$ cat src/core/purs_map.vh
// register map, reset values and timing constants of the power-up reset sequencer
`ifndef PURS_MAP_VH
`define PURS_MAP_VH
// apb byte addresses
// power control flags: word index 08e, byte address four times the index
`define PURS_IDX_PCTRL       12'h08e
`define PURS_ADDR_PCTRL      12'h238
`define PURS_ADDR_CTRL       12'h000
`define PURS_ADDR_STATUS     12'h004
`define PURS_ADDR_IRQ_STAT   12'h008
`define PURS_ADDR_IRQ_MASK   12'h00c
`define PURS_ADDR_PCL        12'h010
`define PURS_ADDR_SREG       12'h014
`define PURS_ADDR_OPTION     12'h018
`define PURS_ADDR_TRIS       12'h01c
`define PURS_ADDR_INTCTL     12'h020
`define PURS_ADDR_PIFLAG     12'h024
`define PURS_ADDR_PR2        12'h028
`define PURS_ADDR_PCH        12'h02c
// reset values
`define PURS_RST_PCL         8'h00
`define PURS_RST_SREG_POR    8'h18
`define PURS_RST_OPTION      8'hff
`define PURS_RST_TRIS        8'h3f
`define PURS_TRIS_MASK       8'h3f
`define PURS_RST_INTCTL      8'h00
`define PURS_RST_PIFLAG      8'h00
`define PURS_PIFLAG_MASK     8'h7b
`define PURS_RST_PR2         8'hff
`define PURS_RST_PCH         8'h00
`define PURS_PCH_MASK        8'h1f
`define PURS_INT_VECTOR      8'h04
// status register flag positions and the interrupt control enable bit
`define PURS_SREG_TO_BIT     4
`define PURS_SREG_PD_BIT     3
`define PURS_SREG_GIE_BIT    7
// timing: 64 ms at the rc oscillator tick rate
`define PURS_PUT_MS          64
`define PURS_RC_HZ           31000
`define PURS_PUT_TICKS       ((`PURS_PUT_MS * `PURS_RC_HZ) / 1000)
`define PURS_RC_DIV          806
// reset cause codes
`define PURS_CAUSE_NONE      3'd0
`define PURS_CAUSE_POR       3'd1
`define PURS_CAUSE_BOR       3'd2
`define PURS_CAUSE_PIN       3'd3
`define PURS_CAUSE_WDT       3'd4
`define PURS_CAUSE_WAKE      3'd5
`endif

$ cat src/core/purs_sync.v
// two-flop synchroniser for asynchronous level inputs
`timescale 1ns/10ps
module purs_sync #(
    parameter WIDTH = 1
) (
    input  wire             ref_clk_in,
    input  wire             reset_n_in,
    input  wire [WIDTH-1:0] async_in,
    output wire [WIDTH-1:0] sync_out
);
    reg [WIDTH-1:0] meta_ff;
    reg [WIDTH-1:0] sync_ff;

    // first stage feeds only the second
    always @(posedge ref_clk_in) begin
        if (!reset_n_in) begin
            meta_ff <= {WIDTH{1'b0}};
            sync_ff <= {WIDTH{1'b0}};
        end else begin
            meta_ff <= async_in;
            sync_ff <= meta_ff;
        end
    end
    assign sync_out = sync_ff;
endmodule // purs_sync

$ cat src/core/purs_put_timer.v
// power-up timer counting rc oscillator ticks
`timescale 1ns/10ps
module purs_put_timer #(
    parameter TICKS = 1984
) (
    input  wire ref_clk_in,
    input  wire reset_n_in,
    input  wire start_in,
    input  wire rc_tick_in,
    output wire busy_out
);
    reg [31:0] count_ff;

    // load on start, count down on rc ticks only
    always @(posedge ref_clk_in) begin
        if (!reset_n_in) begin
            count_ff <= 32'h0000_0000;
        end else if (start_in) begin
            count_ff <= TICKS;
        end else if (rc_tick_in && count_ff != 32'h0000_0000) begin
            count_ff <= count_ff - 32'h0000_0001;
        end
    end
    assign busy_out = (count_ff != 32'h0000_0000);
endmodule // purs_put_timer

$ cat src/core/purs_sequencer.v
// power-up reset sequencer with apb registers and interrupt
//
// Chosen here: register access over APB.
`timescale 1ns/10ps
`include "purs_map.vh"
// What this block does
// timer runs only after power-on or brown-out
// timer ticks from internal rc oscillator; here a tick from ref_clk_in divided by RC_DIV
// core reset held while timer runs
// fuse set disables timer, cleared enables
// fuse set disables timer on brown-out too
// pc low clears on resets, wake continues
// interrupt wake with enable loads vector
// status 0001 1xxx on power-on, flags vary
// brown-out flag cleared by brown-out and by power-on
// option all ones on resets, kept wake
// pin direction six ones on reset
// interrupt registers clear, wake keeps them but irq wake sets pir_ff bit 0
// timer2 period all ones on resets and on wake
// pc high five bits clear, kept wake
// low supply during reset forces power-on
// pin ignored when enable fuse cleared
// watchdog reset never drives pin low
// release after requests gone and timer done
// timer terminal count is a parameter
module purs_sequencer #(
    parameter PUT_TICKS = `PURS_PUT_TICKS,
    parameter RC_DIV    = `PURS_RC_DIV
) (
    input  wire        ref_clk_in,
    input  wire        reset_n_in,
    input  wire        por_req_in,
    input  wire        bor_req_in,
    input  wire        ext_pin_in,
    input  wire        wdt_req_in,
    input  wire        vdd_low_in,
    input  wire        wake_req_in,
    input  wire        wake_by_irq_in,
    input  wire        put_disable_fuse_in,
    input  wire        ext_reset_enable_fuse_in,
    input  wire        psel,
    input  wire        penable,
    input  wire        pwrite,
    input  wire [11:0] paddr,
    input  wire [31:0] pwdata,
    output wire        pready,
    output wire        pslverr,
    output reg  [31:0] prdata,
    output wire        core_reset_out,
    output wire        ext_pin_oe_out,
    output wire        irq_out
);
    // synchronised request pins
    wire [6:0] req_s;
    wire       por_s  = req_s[0];
    wire       bor_s  = req_s[1];
    wire       pin_s  = req_s[2];
    wire       wdt_s  = req_s[3];
    wire       vlow_s = req_s[4];
    wire       wake_s = req_s[5];
    wire       wirq_s = req_s[6];

    purs_sync #(.WIDTH(7)) u_sync (
        .ref_clk_in (ref_clk_in),
        .reset_n_in (reset_n_in),
        .async_in   ({wake_by_irq_in, wake_req_in, vdd_low_in, wdt_req_in,
                      ext_pin_in, bor_req_in, por_req_in}),
        .sync_out   (req_s)
    );

    // rc oscillator tick divider, derived from ref_clk_in divided by RC_DIV
    reg [15:0] rc_div_ff;
    wire       rc_tick = (rc_div_ff == 16'h0000);
    always @(posedge ref_clk_in) begin
        if (!reset_n_in) begin
            rc_div_ff <= 16'h0000;
        end else if (rc_tick) begin
            rc_div_ff <= RC_DIV[15:0] - 16'h0001;
        end else begin
            rc_div_ff <= rc_div_ff - 16'h0001;
        end
    end

    // cause decode with priority power-on first
    wire pin_req   = pin_s && ext_reset_enable_fuse_in;
    wire full_por  = por_s || ((pin_req || wdt_s || bor_s) && vlow_s);
    wire any_req   = full_por || bor_s || pin_req || wdt_s;
    wire put_start = (full_por || bor_s) && !put_disable_fuse_in;
    wire put_busy;

    purs_put_timer #(.TICKS(PUT_TICKS)) u_put (
        .ref_clk_in (ref_clk_in),
        .reset_n_in (reset_n_in),
        .start_in   (put_start),
        .rc_tick_in (rc_tick),
        .busy_out   (put_busy)
    );

    // held while any reset request or timer active, not on wake
    reg core_rst_ff;
    always @(posedge ref_clk_in) begin
        if (!reset_n_in) begin
            core_rst_ff <= 1'b1;
        end else begin
            core_rst_ff <= any_req || put_start || put_busy;
        end
    end
    assign core_reset_out = core_rst_ff;
    assign ext_pin_oe_out = 1'b0;

    // core registers
    reg  [7:0] pcl_ff, sreg_ff, opt_ff, tris_ff, intc_ff, pir_ff, pr2_ff, pch_ff;
    reg  [7:0] power_control_flags_ff;
    reg  [2:0] cause_ff;
    reg  [1:0] irq_stat_ff, irq_mask_ff;
    reg        wake_d_ff;
    wire       wake_ev  = wake_s && !wake_d_ff && !any_req;
    wire       wr       = psel && penable && pwrite;
    wire       global_interrupt_enable      = intc_ff[`PURS_SREG_GIE_BIT];
    wire [1:0] events   = {wake_ev, any_req && !core_rst_ff};

    always @(posedge ref_clk_in) begin
        if (!reset_n_in) begin
            wake_d_ff <= 1'b0;
        end else begin
            wake_d_ff <= wake_s;
        end
    end

    // reset and wake loading, else software writes
    always @(posedge ref_clk_in) begin
        if (!reset_n_in) begin
            pcl_ff   <= `PURS_RST_PCL;
            sreg_ff  <= `PURS_RST_SREG_POR;
            opt_ff   <= `PURS_RST_OPTION;
            tris_ff  <= `PURS_RST_TRIS;
            intc_ff  <= `PURS_RST_INTCTL;
            pir_ff   <= `PURS_RST_PIFLAG;
            pr2_ff   <= `PURS_RST_PR2;
            pch_ff   <= `PURS_RST_PCH;
            power_control_flags_ff  <= 8'h00;
            cause_ff <= `PURS_CAUSE_NONE;
        end else if (any_req) begin
            pcl_ff  <= `PURS_RST_PCL;
            opt_ff  <= `PURS_RST_OPTION;
            tris_ff <= `PURS_RST_TRIS;
            intc_ff <= `PURS_RST_INTCTL;
            pir_ff  <= `PURS_RST_PIFLAG;
            pr2_ff  <= `PURS_RST_PR2;
            pch_ff  <= `PURS_RST_PCH;
            if (full_por) begin
                sreg_ff  <= `PURS_RST_SREG_POR;
                power_control_flags_ff  <= 8'h00;
                cause_ff <= `PURS_CAUSE_POR;
            end else begin
                // timeout set, power-down set except watchdog clears timeout
                sreg_ff <= {3'b000, !wdt_s, 1'b1, sreg_ff[2:0]};
                if (bor_s) begin
                    power_control_flags_ff  <= {power_control_flags_ff[7:1], 1'b0};
                    cause_ff <= `PURS_CAUSE_BOR;
                end else if (wdt_s) begin
                    cause_ff <= `PURS_CAUSE_WDT;
                end else begin
                    cause_ff <= `PURS_CAUSE_PIN;
                end
            end
        end else if (wake_ev) begin
            cause_ff <= `PURS_CAUSE_WAKE;
            pr2_ff   <= `PURS_RST_PR2;
            // wake keeps registers except pr2, pc low and, on irq wake, pir_ff bit 0; clears power-down flag, timeout follows irq cause
            sreg_ff[`PURS_SREG_PD_BIT] <= 1'b0;
            sreg_ff[`PURS_SREG_TO_BIT] <= wirq_s;
            if (wirq_s && global_interrupt_enable) begin
                pcl_ff <= `PURS_INT_VECTOR;
            end else begin
                pcl_ff <= pcl_ff + 8'h01;
            end
            if (wirq_s) begin
                pir_ff[0] <= 1'b1;
            end
        end else if (wr) begin
            case (paddr)
                `PURS_ADDR_PCTRL:  power_control_flags_ff <= {6'b000000, pwdata[1:0]};
                `PURS_ADDR_PCL:    pcl_ff  <= pwdata[7:0];
                `PURS_ADDR_SREG:   sreg_ff <= pwdata[7:0];
                `PURS_ADDR_OPTION: opt_ff  <= pwdata[7:0];
                `PURS_ADDR_TRIS:   tris_ff <= pwdata[7:0] & `PURS_TRIS_MASK;
                `PURS_ADDR_INTCTL: intc_ff <= pwdata[7:0];
                `PURS_ADDR_PIFLAG: pir_ff  <= pwdata[7:0] & `PURS_PIFLAG_MASK;
                `PURS_ADDR_PR2:    pr2_ff  <= pwdata[7:0];
                `PURS_ADDR_PCH:    pch_ff  <= pwdata[7:0] & `PURS_PCH_MASK;
                default:           pcl_ff  <= pcl_ff;
            endcase
        end
    end

    // sticky interrupt status, set wins over write-one clear
    always @(posedge ref_clk_in) begin
        if (!reset_n_in) begin
            irq_stat_ff <= 2'b00;
            irq_mask_ff <= 2'b00;
        end else begin
            if (wr && paddr == `PURS_ADDR_IRQ_MASK) begin
                irq_mask_ff <= pwdata[1:0];
            end
            if (wr && paddr == `PURS_ADDR_IRQ_STAT) begin
                irq_stat_ff <= (irq_stat_ff & ~pwdata[1:0]) | events;
            end else begin
                irq_stat_ff <= irq_stat_ff | events;
            end
        end
    end
    assign irq_out = |(irq_stat_ff & irq_mask_ff);

    // apb read mux, zero-wait, error on unmapped
    reg hit;
    always @* begin
        hit = 1'b1;
        case (paddr)
            `PURS_ADDR_PCTRL:    prdata = {24'h00_0000, power_control_flags_ff};
            `PURS_ADDR_CTRL:     prdata = {30'h0000_0000, ext_reset_enable_fuse_in,
                                           put_disable_fuse_in};
            `PURS_ADDR_STATUS:   prdata = {27'h000_0000, cause_ff, put_busy, core_rst_ff};
            `PURS_ADDR_IRQ_STAT: prdata = {30'h0000_0000, irq_stat_ff};
            `PURS_ADDR_IRQ_MASK: prdata = {30'h0000_0000, irq_mask_ff};
            `PURS_ADDR_PCL:      prdata = {24'h00_0000, pcl_ff};
            `PURS_ADDR_SREG:     prdata = {24'h00_0000, sreg_ff};
            `PURS_ADDR_OPTION:   prdata = {24'h00_0000, opt_ff};
            `PURS_ADDR_TRIS:     prdata = {24'h00_0000, tris_ff};
            `PURS_ADDR_INTCTL:   prdata = {24'h00_0000, intc_ff};
            `PURS_ADDR_PIFLAG:   prdata = {24'h00_0000, pir_ff};
            `PURS_ADDR_PR2:      prdata = {24'h00_0000, pr2_ff};
            `PURS_ADDR_PCH:      prdata = {24'h00_0000, pch_ff};
            default: begin
                prdata = 32'h0000_0000;
                hit    = 1'b0;
            end
        endcase
    end
    assign pready  = 1'b1;
    assign pslverr = psel && penable && !hit;
endmodule // purs_sequencer

$ cat config.mk
export PLATFORM = sky130hd
export DESIGN_NAME = purs_sequencer
export DESIGN_NICKNAME = d
export VERILOG_FILES = /design/src/core/purs_sync.v /design/src/core/purs_put_timer.v /design/src/core/purs_sequencer.v
export VERILOG_INCLUDE_DIRS = /design/src /design/src/core
export SDC_FILE = /design/constraint.sdc
export NUM_CORES = 1
export LEC_CHECK = 0
export ABC_AREA = 1
export BUFFER_PORTS_ARGS = -buffer_cell sky130_fd_sc_hd__buf_2
export CAP_MARGIN = 20
export CORE_MARGIN = 2
export CORE_UTILIZATION = 35
export CTS_BUF_LIST = sky130_fd_sc_hd__clkbuf_8
export DETAILED_ROUTE_END_ITERATION = 8
export HOLD_SLACK_MARGIN = 0.03
export SLEW_MARGIN = 25
export SYNTH_ARGS = -nofsm -noshare
export SYNTH_HDL_FRONTEND = slang
export SYNTH_SLANG_ARGS = --single-unit
$ cat constraint.sdc
create_clock -name ref_clk_in -period 3.1 [get_ports ref_clk_in]
set_clock_uncertainty 0.15 [all_clocks]
set_input_delay 0.775 -clock ref_clk_in [delete_from_list [all_inputs] [get_ports ref_clk_in]]
set_output_delay 0.775 -clock ref_clk_in [all_outputs]
set_load 0.03 [all_outputs]
==> run metrics <==
Buf/Inv on CP 3; FP Rows 52; Top FF cell, synth dfxtp_1; fmax 0.328 GHz; synth unique cells 49; Post-Syn Instances 1090; Final Hold Viols 0; Ant. Diodes 0; CTS max path bufs 2; area added between synthesis and finish 17.6%; max_cap viols 0; RSZ-0062 raised after global routing yes; placer congestion estimate 0.916; Final Util 0.421; number of enable flip-flop cells after synthesis 0; final hold slack 0.264 ns; TritonCTS Buffers 17; Final WS setup 0.0510 ns; GR Util All Layers 0.184; detailed placement HPWL 14700 um; top-count cell post-synth nand2_1; I/O Pins 95; die width 148 um; Die H 148 um; final setup fails 0; drt wl/cell 13.5 um; Max-slew headroom 0.609; number of port buffers 44; clock sink count 130; post-synthesis cell area 7290 sq um; final non-filler cell total 1461; post-synthesis mux area share 0; cts hold-fix bufs 0; Placed Instances 1423; Synth area leaders dfxtp_1, nand2_1, nor2_1; share of layout cells above drive strength 1 0.189; Worst Path Required 2.17 ns; clock transition at the registers of the reported paths 0.08 ns; layout filler cell count 2123; peak supply drop 0.000848 V; largest family of logic cells by synthesized area simple AND/OR/NAND/NOR gates; DRT Pass-1 Iters 5; multi-input logic area 4050 sq um; Pwr Density 1060 nW/um^2; period utilization 0.984; initial antenna violation count 0; Worst-Skew Late Latency 0.47 ns; Yosys reg bits 130; dominant cell type by area after synthesis dfxtp_1; Worst setup EP type output pin; Synth Area per Inst 6.69 sq um; Worst setup SP type input port; static leakage 4.06 nW; status finished clean; slowest stage cell, crit path nor2_4; YS warnings 0; max incr delay on CP 0.20 ns; H-tree depth 4; drt total wl 19700 um; Crit path max-delay family simple AND/OR/NAND/NOR gates; DRC marker count from the first detailed-route iteration 418; share of the synthesized area in the top cell type 0.357; Synth async-reset ratio 0; post-synthesis sequential area ratio 0.357; classification of the worst-slack hold path reg2reg; vias per cell 4.78; simple-gate share of the synthesized area 0.354; Overflow after GRT 0; Post-Synth XOR/XNOR Area 0.0240; ANT nets after route 0; DIE AREA 22000 sq um; Vias 6983; vias in the first global route 6392; crit-path max FO 5; Post-Synth Adder-Cell Area 0.00687; Final #Nets 1240; top cells by count, synth nand2_1, nor2_1, dfxtp_1; dpl ws -0.0295 ns; Slew Viols, Final 0; first-pass GRT wire length 32100 um; WP data arrival 2.12 ns; worst-path cell chain buf_6 > nor2_4 > nand2_4 > nor2_4 > nand2_2 > nor2_4 > buf_6 > nand2_1 > nand2_1 > a21oi_1 > nand3_1 > buf_6; DRC viols 0; starting density of the core 0.358; sequential cell area 2600 sq um; CP Class in2out; clk root buf clkbuf_8; core area 20400 sq um; largest net degree at the start of global routing 31; post-synthesis compound-gate area fraction 0.142; minimum clock period 3.05 ns; worst slew pin tran 0.586 ns; CTS tree built
cells in the final DEF, fill, tap and decap left out, types with 16 or more instances in the layout:
cell type,instances
o211ai_1,16
buf_2,31
inv_1,118
a21oi_1,85
nand3_1,45
nor2_4,22
buf_4,47
nand2_2,18
nand2_1,283
conb_1,26
clkbuf_8,18
dfxtp_1,130
nor2_1,123
nand4_1,19
o21ai_0,50
nor2_2,17
o21ai_1,21
tightest hold or removal path, cell delays in order (launching register included):
cell and delay, ns:
dfxtp_1 0.31, nand2_1 0.04, inv_1 0.04
kinds of logic (layout without fill, tap and decap cells):
group | Yosys count | in the layout
fa+ha+maj | 4 | 4
compound gates | 189 | 189
xor+xnor | 20 | 20
flops | 130 | 130
other cells | 2 | 26
buf+inv | 182 | 259
simple gates | 563 | 563
layer usage:
| metal | GRT usage | routed length [um] |
|---|---|---|
| met5 | 0 | 0 |
| met1 | 0.243 | 9200 |
| met3 | 0.0359 | 935 |
| met2 | 0.298 | 9100 |
| met4 | 0.0719 | 450 |
power by group:
| group | internal (mW) | total, mW | switching, mW |
|---|---|---|---|
| sequential | 1.95 | 2.25 | 0.294 |
| combinational | 1.89 | 5.36 | 3.47 |
| clock | 0.729 | 1.46 | 0.733 |
| total | 4.57 | 9.07 | 4.50 |
final timing paths:
check	from	cells after the start	end	slack, ns
setup / recovery	paddr[11]	12	prdata[7]	0.05
hold / removal	u_sync.meta_ff[5]$_SDFF_PN0_	2	u_sync.sync_out[5]$_SDFF_PN0_	0.26
setup reg to reg	u_put.count_ff[0]$_SDFFE_PP0P_	11	u_put.count_ff[9]$_SDFFE_PN0P_	0.97
hold reg to reg	u_sync.meta_ff[5]$_SDFF_PN0_	2	u_sync.sync_out[5]$_SDFF_PN0_	0.26
area by class of cell:
type	instances	area share
clock buffers	18	0.0289
inverters	134	0.0593
clock inverters	14	0.0165
well taps	270	0.0394
flip-flops and latches	130	0.304
repair buffers	93	0.0790
multi-input cells	802	0.473
stage by stage:
stage / TNS (ns) / power [mW] / cell area, sq um
floorplan: 0 / 6.50 / 7380
global placement: -0.0758 / 7.50 / 7930
detailed placement: -0.0868 / 7.56 / 7930
CTS: -0.0146 / 9.06 / 8340
global route: -0.185 / 10.0 / 8570
finish: 0 / 9.07 / 8570
timing repair:
| item | CTS | global route |
|---|---|---|
| gates cloned | 0 | 0 |
| setup endpoints to repair | 7 | 9 |
| pin swaps | 1 | 10 |
| buffers inserted | 0 | 6 |
| gates resized for setup | 11 | 60 |
flip-flops by register name, indices dropped and copies added, names as in the netlist, 8 cells and up:
register,flops
rc_div_ff,16
pcl_ff,8
opt_ff,8
intc_ff,8
sreg_ff,8
u_put.count_ff,32
pr2_ff,8
No activity file was read; power rests on OpenSTA's default activity.
